**src/hdl/sacm_defs.svh**
```systemverilog
`ifndef SACM_DEFS_SVH
`define SACM_DEFS_SVH
// alarm codes
`define SACM_ALM_NONE     8'h00
`define SACM_ALM_D2       8'hD2
`define SACM_ALM_D3       8'hD3
`define SACM_ALM_DF       8'hDF
`define SACM_ALM_E1       8'hE1
`define SACM_ALM_E2       8'hE2
`define SACM_ALM_E3       8'hE3
`define SACM_ALM_E4       8'hE4
`define SACM_ALM_E5       8'hE5
`define SACM_ALM_E6       8'hE6
// sticky bit positions, lowest index = highest priority on the code output
`define SACM_B_E1         0
`define SACM_B_E2         1
`define SACM_B_E3         2
`define SACM_B_E4         3
`define SACM_B_E5         4
`define SACM_B_E6         5
`define SACM_B_D3         6
`define SACM_B_D2         7
`define SACM_B_DF         8
`define SACM_NALM         9
// timing
`define SACM_CLK_MHZ      10
`define SACM_CLK_NS       100
`define SACM_WIN_US       1000
`define SACM_WIN_CYC      (`SACM_WIN_US * `SACM_CLK_MHZ)
// least half period passed by each input filter setting, rounded up
`define SACM_FILT0_NS     200
`define SACM_FILT1_NS     400
`define SACM_FILT2_NS     800
`define SACM_FILT3_NS     1600
`define SACM_NS2CYC(ns)   (((ns) + `SACM_CLK_NS - 1) / `SACM_CLK_NS)
// permitted pulse counts per window
`define SACM_MAX_RATE     1000
`define SACM_MAX_SCALED   4000
// nonvolatile image sums to this value when intact
`define SACM_CSUM_OK      16'h0000
`endif

```
**src/hdl/sacm_pkg.sv**
```systemverilog
package sacm_pkg;
	typedef logic [7:0]  sacm_code_t;
	typedef logic [15:0] sacm_word_t;
	// power-on sequence, gray along the path
	typedef enum logic [2:0]
	{
		ST_NVM   = 3'b000,
		ST_RAM   = 3'b001,
		ST_LINK  = 3'b011,
		ST_PARAM = 3'b010,
		ST_RUN   = 3'b110
	} sacm_state_e;
endpackage : sacm_pkg

```
**src/hdl/sacm_pulse_if.sv**
```systemverilog
`timescale 1ns/1ps
interface sacm_pulse_if;
	logic        short_pls;
	logic        win_done;
	logic [15:0] rate_cnt;
	modport meter (output short_pls, output win_done, output rate_cnt);
	modport mon   (input short_pls, input win_done, input rate_cnt);
endinterface : sacm_pulse_if

```
**src/hdl/sacm_pulse_meter.sv**
```systemverilog
`timescale 1ns/1ps
`include "sacm_defs.svh"
module sacm_pulse_meter #(
	parameter int WIN_CYC = `SACM_WIN_CYC
)(
	input  wire logic       core_clk,
	input  wire logic       rstn,
	input  wire logic       cmd_pulse,
	input  wire logic [7:0] filt_min,
	sacm_pulse_if.meter     pm
);
	import sacm_pkg::*;

	logic        sync1_ff;
	logic        sync2_ff;
	logic        prev_ff;
	logic [7:0]  gap_ff;
	logic [31:0] win_ff;
	logic [15:0] cnt_ff;
	logic        short_ff;
	logic        done_ff;
	logic [15:0] rate_ff;
	logic        rise;
	logic        edge_any;

	// ==========================================
	// pin synchroniser
	// two stages; only the second stage is looked at
	always_ff @(posedge core_clk or negedge rstn)
	begin
		if (!rstn)
		begin
			sync1_ff <= 1'b0;
			sync2_ff <= 1'b0;
			prev_ff  <= 1'b0;
		end
		else
		begin
			sync1_ff <= cmd_pulse;
			sync2_ff <= sync1_ff;
			prev_ff  <= sync2_ff;
		end
	end

	assign rise     = sync2_ff & ~prev_ff;
	assign edge_any = sync2_ff ^ prev_ff;

	// ==========================================
	// level width check against the filter
	// saturating, so long idle levels never wrap into a false short
	always_ff @(posedge core_clk or negedge rstn)
	begin
		if (!rstn)
		begin
			// start saturated: the idle line before reset counts as a long level
			gap_ff   <= 8'hFF;
			short_ff <= 1'b0;
		end
		else
		begin
			short_ff <= edge_any && (gap_ff < filt_min);
			if (edge_any)
				gap_ff <= 8'h01;
			else if (gap_ff != 8'hFF)
				gap_ff <= gap_ff + 8'h01;
		end
	end

	// ==========================================
	// rising edges counted over a fixed window
	always_ff @(posedge core_clk or negedge rstn)
	begin
		if (!rstn)
		begin
			win_ff  <= 32'h0000_0000;
			cnt_ff  <= 16'h0000;
			done_ff <= 1'b0;
			rate_ff <= 16'h0000;
		end
		else
		begin
			done_ff <= 1'b0;
			if (win_ff == 32'(WIN_CYC - 1))
			begin
				win_ff  <= 32'h0000_0000;
				rate_ff <= cnt_ff + {15'h0000, rise && (cnt_ff != 16'hFFFF)};
				cnt_ff  <= 16'h0000;
				done_ff <= 1'b1;
			end
			else
			begin
				win_ff <= win_ff + 32'h0000_0001;
				if (rise && cnt_ff != 16'hFFFF)
					cnt_ff <= cnt_ff + 16'h0001;
			end
		end
	end

	assign pm.short_pls = short_ff;
	assign pm.win_done  = done_ff;
	assign pm.rate_cnt  = rate_ff;
endmodule : sacm_pulse_meter

```
**src/hdl/sacm_top.sv**
```systemverilog
// Contract
// - pulse levels shorter than the selected input filter pass raise code D2.
// - command pulse rate above the permitted maximum raises code D3.
// - rate scaled by the electronic gear above its limit raises D3.
// - end of a test-mode run raises code DF as a notice.
// - nonvolatile read returning a wrong value raises E1, at power-on or access.
// - power-on checksum mismatch of the nonvolatile image raises E2.
// - power-on internal RAM test failure raises E3.
// - power-on processor to control logic exchange failure raises E4.
// - system parameter out of range raises E5, at power-on and after changes.
// - parameters mismatching hardware or badly combined raise E6, same checks.
`timescale 1ns/1ps
`include "sacm_defs.svh"
module sacm_top #(
	parameter int WIN_CYC = `SACM_WIN_CYC
)(
	input  wire logic              core_clk,
	input  wire logic              rstn,
	input  wire logic              cmd_pulse,
	input  wire logic [1:0]        filt_sel,
	input  wire logic [15:0]       gear_num,
	input  wire logic [15:0]       gear_den,
	input  wire logic              test_run_end,
	input  wire logic              alarm_clr,
	input  wire logic              nvm_rd_valid,
	input  wire sacm_pkg::sacm_word_t nvm_rd_data,
	input  wire logic              nvm_rd_bad,
	input  wire logic              nvm_rd_last,
	input  wire logic              ram_test_done,
	input  wire logic              ram_test_pass,
	input  wire logic              link_test_done,
	input  wire logic              link_test_pass,
	input  wire logic              param_in_range,
	input  wire logic              param_hw_match,
	input  wire logic              param_changed,
	output logic                   nvm_rd_start,
	output logic                   ram_test_start,
	output logic                   link_test_start,
	output logic                   init_done,
	output logic                   alarm_active,
	output sacm_pkg::sacm_code_t   alarm_code
);
	import sacm_pkg::*;

	sacm_pulse_if pif ();

	sacm_state_e        state_ff;
	sacm_state_e        nxt_state;
	logic               nvm_go_ff;
	logic               ram_go_ff;
	logic               link_go_ff;
	logic               init_ff;
	logic               boot_ff;
	logic [15:0]        csum_ff;
	logic [`SACM_NALM-1:0] alm_ff;
	logic [`SACM_NALM-1:0] set_vec;
	logic               act_ff;
	sacm_code_t         code_ff;
	sacm_code_t         nxt_code;
	logic [7:0]         filt_min;
	logic [15:0]        csum_sum;
	logic [31:0]        scaled;
	logic [31:0]        scaled_lim;
	logic               param_chk;

	// ==========================================
	// filter setting to least level width in cycles
	always_comb
	begin
		unique case (filt_sel)
			2'd0: filt_min = 8'(`SACM_NS2CYC(`SACM_FILT0_NS));
			2'd1: filt_min = 8'(`SACM_NS2CYC(`SACM_FILT1_NS));
			2'd2: filt_min = 8'(`SACM_NS2CYC(`SACM_FILT2_NS));
			2'd3: filt_min = 8'(`SACM_NS2CYC(`SACM_FILT3_NS));
		endcase
	end

	sacm_pulse_meter #(
		.WIN_CYC   (WIN_CYC)
	) u_meter (
		.core_clk  (core_clk),
		.rstn      (rstn),
		.cmd_pulse (cmd_pulse),
		.filt_min  (filt_min),
		.pm        (pif.meter)
	);

	// ==========================================
	// power-on check sequence
	always_comb
	begin
		nxt_state = state_ff;
		unique case (state_ff)
			ST_NVM:   if (nvm_rd_valid && nvm_rd_last) nxt_state = ST_RAM;
			ST_RAM:   if (ram_test_done) nxt_state = ST_LINK;
			ST_LINK:  if (link_test_done) nxt_state = ST_PARAM;
			ST_PARAM: nxt_state = ST_RUN;
			ST_RUN:   nxt_state = ST_RUN;
			default:  nxt_state = ST_NVM;
		endcase
	end

	always_ff @(posedge core_clk or negedge rstn)
	begin
		if (!rstn)
			state_ff <= ST_NVM;
		else
			state_ff <= nxt_state;
	end

	// ==========================================
	// one-cycle start strobes on entry to the nvm, ram and link steps; init_ff rises on entry to ST_RUN and holds
	// the nvm read is kicked on the first edge after reset release
	// boot_ff marks the kick as sent, so a slow memory never gets a second one
	always_ff @(posedge core_clk or negedge rstn)
	begin
		if (!rstn)
		begin
			boot_ff    <= 1'b0;
			nvm_go_ff  <= 1'b0;
			ram_go_ff  <= 1'b0;
			link_go_ff <= 1'b0;
			init_ff    <= 1'b0;
		end
		else
		begin
			boot_ff    <= 1'b1;
			nvm_go_ff  <= (state_ff == ST_NVM) && !boot_ff;
			ram_go_ff  <= (state_ff == ST_NVM) && (nxt_state == ST_RAM);
			link_go_ff <= (state_ff == ST_RAM) && (nxt_state == ST_LINK);
			init_ff    <= (nxt_state == ST_RUN);
		end
	end

	// ==========================================
	// running checksum over the power-on image
	assign csum_sum = csum_ff + nvm_rd_data;

	always_ff @(posedge core_clk or negedge rstn)
	begin
		if (!rstn)
			csum_ff <= 16'h0000;
		else if (state_ff == ST_NVM && nvm_rd_valid)
			csum_ff <= csum_sum;
	end

	// ==========================================
	// fault detection
	// gear check done as a cross product to avoid a divider
	assign scaled     = 32'(pif.rate_cnt) * 32'(gear_num);
	assign scaled_lim = 32'(`SACM_MAX_SCALED) * 32'(gear_den);
	assign param_chk  = (state_ff == ST_PARAM) || (init_ff && param_changed);

	always_comb
	begin
		set_vec = '0;
		set_vec[`SACM_B_D2] = pif.short_pls;
		set_vec[`SACM_B_D3] = pif.win_done
			&& ((pif.rate_cnt > 16'(`SACM_MAX_RATE))
			|| (scaled > scaled_lim));
		set_vec[`SACM_B_DF] = test_run_end;
		// reads during keypad or setup access are checked too
		set_vec[`SACM_B_E1] = nvm_rd_valid && nvm_rd_bad;
		set_vec[`SACM_B_E2] = (state_ff == ST_NVM) && nvm_rd_valid && nvm_rd_last
			&& (csum_sum != `SACM_CSUM_OK);
		set_vec[`SACM_B_E3] = (state_ff == ST_RAM) && ram_test_done && !ram_test_pass;
		set_vec[`SACM_B_E4] = (state_ff == ST_LINK) && link_test_done
			&& !link_test_pass;
		set_vec[`SACM_B_E5] = param_chk && !param_in_range;
		set_vec[`SACM_B_E6] = param_chk && !param_hw_match;
	end

	// ==========================================
	// sticky alarms; a new event beats a clear in the same cycle
	// memory and parameter alarms ignore alarm_clr: only reset drops them
	always_ff @(posedge core_clk or negedge rstn)
	begin
		if (!rstn)
			alm_ff <= '0;
		else
		begin
			if (alarm_clr)
			begin
				alm_ff[`SACM_B_D2] <= 1'b0;
				alm_ff[`SACM_B_D3] <= 1'b0;
				alm_ff[`SACM_B_DF] <= 1'b0;
			end
			for (int i = 0; i < `SACM_NALM; i++)
				if (set_vec[i])
					alm_ff[i] <= 1'b1;
		end
	end

	// ==========================================
	// code of the highest priority pending alarm
	always_comb
	begin
		nxt_code = `SACM_ALM_NONE;
		if (alm_ff[`SACM_B_E1])
			nxt_code = `SACM_ALM_E1;
		else if (alm_ff[`SACM_B_E2])
			nxt_code = `SACM_ALM_E2;
		else if (alm_ff[`SACM_B_E3])
			nxt_code = `SACM_ALM_E3;
		else if (alm_ff[`SACM_B_E4])
			nxt_code = `SACM_ALM_E4;
		else if (alm_ff[`SACM_B_E5])
			nxt_code = `SACM_ALM_E5;
		else if (alm_ff[`SACM_B_E6])
			nxt_code = `SACM_ALM_E6;
		else if (alm_ff[`SACM_B_D3])
			nxt_code = `SACM_ALM_D3;
		else if (alm_ff[`SACM_B_D2])
			nxt_code = `SACM_ALM_D2;
		else if (alm_ff[`SACM_B_DF])
			nxt_code = `SACM_ALM_DF;
	end

	always_ff @(posedge core_clk or negedge rstn)
	begin
		if (!rstn)
		begin
			code_ff <= `SACM_ALM_NONE;
			act_ff  <= 1'b0;
		end
		else
		begin
			code_ff <= nxt_code;
			act_ff  <= |alm_ff;
		end
	end

	assign nvm_rd_start    = nvm_go_ff;
	assign ram_test_start  = ram_go_ff;
	assign link_test_start = link_go_ff;
	assign init_done       = init_ff;
	assign alarm_active    = act_ff;
	assign alarm_code      = code_ff;
endmodule : sacm_top

```
**config.mk**
```make
export PLATFORM = sky130hd
export DESIGN_NAME = sacm_top
export DESIGN_NICKNAME = d
export VERILOG_FILES = /design/src/hdl/sacm_pkg.sv /design/src/hdl/sacm_pulse_if.sv /design/src/hdl/sacm_pulse_meter.sv /design/src/hdl/sacm_top.sv
export VERILOG_INCLUDE_DIRS = /design/src /design/src/hdl
export SDC_FILE = /design/constraint.sdc
export NUM_CORES = 1
export LEC_CHECK = 0
export BUFFER_PORTS_ARGS = -buffer_cell sky130_fd_sc_hd__buf_2
export CAP_MARGIN = 20
export CORE_ASPECT_RATIO = 1.1
export CORE_UTILIZATION = 47
export DETAILED_ROUTE_END_ITERATION = 16
export HOLD_SLACK_MARGIN = 0.05
export PLACE_DENSITY_LB_ADDON = 0.1
export SLEW_MARGIN = 20
export SYNTH_ARGS = -nofsm -noshare
export SYNTH_HDL_FRONTEND = slang
export SYNTH_SLANG_ARGS = --single-unit
export TNS_END_PERCENT = 5
```
**constraint.sdc**
```tcl
create_clock -name core_clk -period 14.6 [get_ports core_clk]
set_input_delay 2.19 -clock core_clk [delete_from_list [all_inputs] [get_ports core_clk]]
set_output_delay 2.19 -clock core_clk [all_outputs]
set_load 0.1 [all_outputs]
```
# [Yosys cells after proc, flatten, opt, wreduce, memory -nomap -nowiden]
# Index checks and enable logic that the tools add are counted.
[word_totals] inputBits=65 ff_bits=119
[op_classes] n_bitwise=3 mul=2 addsub=5 n_reduce_logical=35 n_eq_ne=13 order_cmp=3 mux=24
[op_table] cell="$mux 8" count=11
[op_table] cell="$add 32x1->32 const B" count=1
[op_table] cell="$eq 32x14->1 const B" count=1
[op_table] cell="$gt 32x28->1" count=1
[op_table] cell="$mul 16x16->32" count=1
[op_table] cell="$mux 16" count=2
[op_table] cell="$mux 32" count=1
[op_table] cell="$pmux 8 s4" count=1
[op_table] cell="$mul 7x16->23 const A" count=1
[op_table] cell="$logic_and 1x1->1" count=18
[op_table] cell="$add 16x1->16" count=1
[op_table] cell="$add 16x1->16 const B" count=1
[op_table] cell="$add 16x16->16" count=1
[op_table] cell="$gt 16x10->1 const B" count=1
[op_table] cell="$ne 16x16->1 const B" count=1
[op_table] cell="$reduce_bool 16->1" count=1
[op_table] cell="$mux 3" count=4
[op_table] cell="$pmux 3 s4" count=1
[op_table] cell="$reduce_bool 2->1" count=5
[op_table] cell="$eq 3x2->1 const B" count=3
[op_table] cell="$reduce_or 9->1" count=1
[op_table] cell="$add 8x1->8 const B" count=1
[op_table] cell="$lt 8x8->1" count=1
[op_table] cell="$ne 8x8->1 const B" count=1
[op_table] cell="other kinds (13)" count=24

# [Depth between registers and ports, before layout]
[logic_depth] ltp_word=9 mapped_depth=33 mapped_depth_nobuf=32

# [Cells and area by module]
# From an unflattened synthesis, not the netlist that was laid out.
[unflattened] cells_unflattened=1844 hier_area_um2=17525.6
[by_module_without_submodules] mod="sacm_top" instances=1 area_each_um2=13489.2 seq_area_each_um2=1026.0 cells_each=1463
[by_module_without_submodules] mod="sacm_pulse_meter" instances=1 area_each_um2=4036.4 seq_area_each_um2=1936.9 cells_each=381

# [Worst setup path before layout]
# OpenSTA, ideal clock, no wires.
[synth_path] path_type="in2reg" startpoint="input port gear_num[9]" endpoint="register alm_ff[6]" t_arrival_ns=9.242 required_time_ns=14.471 path_stages=29 slack_ns=5.229 cell_sequence="clkbuf_1 > nand2_1 > fa_1 > inv_1 > fa_1 > inv_1 > fa_1 > inv_1 > fa_1 > fa_1 > inv_1 > fa_1 > inv_1 > ha_1 > a21o_1 > a21oi_1 > and2b_1 > a311oi_4 > o21ai_0 > a31oi_1 > xnor2_1 > ha_1 > nand4_1 > or4_1 > or3_1 > o21ai_0 > o211ai_1 > nor3_1 > a31oi_1"
[synth_via] elab_chain_cells=5
[synth_lines] element="start, declared" line="sacm_top.sv:21" source="input wire logic [15:0] gear_num,"
[synth_lines] element="$mul 16x16->32 (*)" line="sacm_top.sv:150" source="assign scaled = 32'(pif.rate_cnt) * 32'(gear_num);"
[synth_lines] element="$gt 32x28->1 (*)" line="sacm_top.sv:160" source="|| (scaled > scaled_lim));"
[synth_lines] element="$logic_or 1x1->1 (*)" line="sacm_top.sv:159" source="&& ((pif.rate_cnt > 16'(`SACM_MAX_RATE))"
[synth_lines] element="$logic_and 1x1->1 (*)" line="sacm_top.sv:158" source="set_vec[`SACM_B_D3] = pif.win_done"
[synth_lines] element="$mux 1 / $reduce_bool 2->1 (equally long branches)"
[synth_lines] element="end signal, assigned by index" line="sacm_top.sv:185" source="alm_ff[`SACM_B_D3] <= 1'b0;"
[synth_lines] element="end signal, assigned by index" line="sacm_top.sv:186" source="alm_ff[`SACM_B_DF] <= 1'b0;"
[synth_lines] element="end signal, assigned by index" line="sacm_top.sv:190" source="alm_ff[i] <= 1'b1;"
[synth_lines] element="end, declared" line="sacm_top.sv:55" source="logic [`SACM_NALM-1:0] alm_ff;"
# Mark *: on every way between the ends. The rest lies on a longest branch, timed or not.
# A chain may end at the register's enable or synchronous reset.

# [Worst setup path in the final report]
# Ends and elaborated chain as after synthesis.

==> impl_metrics.csv <==
group,metric,value,unit
floorplanning,core-area,36300,µm²
global_route,grt_max_degree,64,
floorplanning,rows,73,
synthesis,synth_cell_type_count,71,
timing,min_period_over_period,65.2,%
power,p_leak,0.00951,µW
clock_tree,clock_path_buffers,2,
floorplanning,initial_core_util,47.8,%
layout,drive_above_1_share,7.52,%
synthesis,synthXorXnorAreaFrac,5.87,%
detailed_routing,wl_per_cell,16.0,µm
global_route,grt_pass1_vias,13600,
layout,antenna_cells,0,
detailed_routing,drc_errors,0,
timing,finalMaxSlewViolations,0,
detailed_routing,drtAntennaViolNets,0,
global_route,grtUsageTotal,22.2,%
layout,final_nets,2419,
timing,fin_worst_skew,0.0114,ns
layout,finish.utilization,51.8,%
synthesis,synthFlopType,"dfrtp_1",
global_route,grt_pass1_wl,66200,µm
clock_tree,cts-hold-fix-buffers,0,
synthesis,synth_compound_area_share,9.06,%
synthesis,synth.cell_area,17300,µm²
synthesis,synthSimpleGateAreaFrac,16.6,%
timing,worstMarginPinSlew,0.896,ns
timing,finalCriticalPeriod,9.52,ns
place,io_buffers,77,
worst_setup_path,cpMaxStageDelayCell,"fa_1",
layout,synthToLayoutAreaGrowth,8.43,%
clock_tree,cts_tree,"yes",
run,max_cap_violations,0,
global_route,grt_overflow_total,0,
clock_tree,postCtsSetupBuffers,0,
global_route,use_met2,40.0,%
clock_tree,cts-root-buf,"clkbuf_16",
global_route,grt.met1_usage,27.3,%
worst_setup_path,r2r-start,"u_meter.pm.rate_cnt[5]",
timing,tns,0,ns
timing,max_freq,0.105,GHz
worst_setup_path,crit_cells,29,
worst_setup_path,crit_end,"alm_ff[6]",
synthesis,yosys.area.top_type,"fa_1",
synthesis,yosys-top-cells-area,"fa_1 29%, dfrtp_1 16%, ha_1 15%, inv_1 6.1%, nand2_1 4.6%",
floorplanning,pin_count,78,
synthesis,ys_async_sr_fraction,100,%
synthesis,synthTopCellsByCount,"281 x inv_1, 249 x fa_1, 211 x nand2_1",
synthesis,synth-edff-count,0,
synthesis,synthDominantCellAreaShare,28.8,%
floorplanning,die_w,185,µm
worst_setup_path,cpMostUsedCell,"fa_1",
worst_setup_path,crit_family,"adder cells",
detailed_routing,dr_total_vias,12600,
worst_setup_path,crit_buf_inv,6,
worst_setup_path,reg2reg_to,"alm_ff[6]",
global_route,antenna_found_initial,3,
synthesis,muxShareOfSynthArea,0.564,%
worst_setup_path,path_class,"input pin to flip-flop",
floorplanning,die_area,37600,µm²
detailed_routing,first_iter_violations,448,
synthesis,ys_ff_latch,118,
synthesis,syn_nets,2375,
floorplanning,die_height,203,µm
detailed_routing,drt_wl_total,38400,µm
synthesis,yosys_warnings,0,
global_route,busiest_layer,"met2",
clock_tree,htreeDepth,4,
run_status,status,"complete, no violations",
worst_setup_path,r2r_cells,28,
synthesis,synth_fa_ha_area_share,43.5,%
timing,setup_viol_count_final,0,
clock_tree,cts_inserted_buffers,17,
timing,hold_viol,0,
worst_setup_path,critPathMaxStageDelay,0.56,ns
global_route,use_met3,3.09,%
power,peakVddDrop,0.100,mV
clock_tree,path_clk_slew,0.06,ns
worst_setup_path,start_kind,"input pin",
synthesis,synth_top_family_by_area,"adder cells",
place,gp_congestion,0.863,
worst_setup_path,cp-startpoint,"gear_num[9]",
synthesis,synth_most_common_cell,"inv_1",
clock_tree,ctsResizeCount,0,
worst_hold_path,hold_path_class,"flip-flop to flip-flop",
place,dp_hpwl,30900,µm
worst_setup_path,worstPathRequired,14.90,ns
power,p_per_area,93.2,nW/µm²
worst_setup_path,cp_max_fo,16,
detailed_routing,drt-vias-per-instance,5.25,
worst_setup_path,arrival,9.82,ns
detailed_routing,firstDrtPassIters,4,
synthesis,syn_area_per_cell,9.32,µm²
worst_setup_path,reg2reg_slack,6.17,ns
synthesis,syn_inst,1858,
worst_setup_path,endpoint_kind,"flip-flop",
timing,rsz0062_at_grt,"false",
clock_tree,cts.sink_count,118,
timing,slew-limit-headroom,40.3,%
clock_tree,clock_latency,0.42,ns
synthesis,yosysSeqAreaShare,17.1,%
[cells by family (layout without fill, tap and decap cells)]
family                     after synthesis  in the layout
buffers and inverters                  337            394
muxes                                    9              9
AOI/OAI and AO/OA                      238            238
DFF                                    118            118
xor gates and xnor gates               116            116
adders and majority gates              452            452
other                                    1              1
and+or+nand+nor                        587            587
[per-layer routing]
metal / share of wire, % / vias up
met3: 3.5 / 51
li1: - / 6061
met1: 43 / 6277
met5: 0.063 / -
met2: 51 / 217
met4: 2.3 / 4
[flip-flops by register name (all words and copies together), names as in the netlist, 3 cells and up]
register             flops
u_meter.win_ff          32
u_meter.pm.rate_cnt     16
alarm_code               7
u_meter.gap_ff           8
alm_ff                   9
csum_ff                 16
state_ff                 3
u_meter.cnt_ff          16
[through the flow]
| step | hold WS [ns] | instances | worst slack, ns | total power (µW) | instance area, µm² |
|---|---|---|---|---|---|
| 3_3_place_gp | 0.333 | 2370 | 4.77 | 1290 | 18100 |
| 6_report | 0.350 | 2402 | 5.08 | 1750 | 18800 |
| 3_5_place_dp | 0.343 | 2370 | 4.65 | 1300 | 18100 |
| 2_1_floorplan | 0.331 | 1858 | 5.23 | 1110 | 17300 |
| 5_1_grt | 0.374 | 2402 | 4.66 | 1910 | 18800 |
| 4_1_cts | 0.356 | 2402 | 5.09 | 1770 | 18800 |
[final cells by class]
| type | count | area (µm²) |
|---|---|---|
| sequential | 118 | 2960 |
| timing repair buffer | 81 | 418 |
| clock buffer | 23 | 468 |
| multi-input combinational | 1403 | 13100 |
| tap | 487 | 609 |
| clock inverter | 9 | 175 |
| inverter | 281 | 1050 |
| fill | 3409 | 17500 |
[where the power goes]
| group | internal (µW) | leakage (µW) | total, µW | switching, µW |
|---|---|---|---|---|
| Sequential | 371 | 0.00150 | 409 | 37.7 |
| Combinational | 386 | 0.00771 | 884 | 497 |
| Clock | 311 | 0.000307 | 458 | 147 |
[worst min path at each step]
stage / slack (ns) / depth (start not counted) / to / startpoint
final: 0.35 / 0 / u_meter.sync2_ff / u_meter.sync1_ff
after global routing: 0.37 / 0 / u_meter.sync2_ff / u_meter.sync1_ff
after CTS: 0.36 / 0 / u_meter.sync2_ff / u_meter.sync1_ff
after detailed placement: 0.34 / 0 / u_meter.sync2_ff / u_meter.sync1_ff
after global placement: 0.33 / 0 / u_meter.sync2_ff / u_meter.sync1_ff
after floorplan: 0.33 / 0 / u_meter.sync2_ff / u_meter.sync1_ff
[cell usage in the layout, fill, tap and decap left out, types with 3 or more instances in the layout]
cell and n:
a211oi_1 8, and3_1 19, bufinv_16 5, buf_2 76, mux2i_1 3, a21oi_1 76
buf_4 5, nor2_1 88, o31ai_1 4, dfrtp_1 110, dfstp_2 8, o21ai_0 51
a21o_1 30, and2_1 122, xor2_1 54, nand4_1 15, o21a_1 12, o21bai_1 16
nand3_1 38, nor4_1 11, ha_1 203, nor2b_1 10, clkbuf_1 4, o211ai_1 4
fa_1 249, and4_1 5, clkbuf_16 17, xnor2_1 62, mux2_2 6, nor3_1 32
nand2b_1 8, nand2_1 211, a31o_2 3, or3_1 12, a31oi_1 5, nand3b_1 3
inv_1 281
No activity file was read; power rests on OpenSTA's default activity.
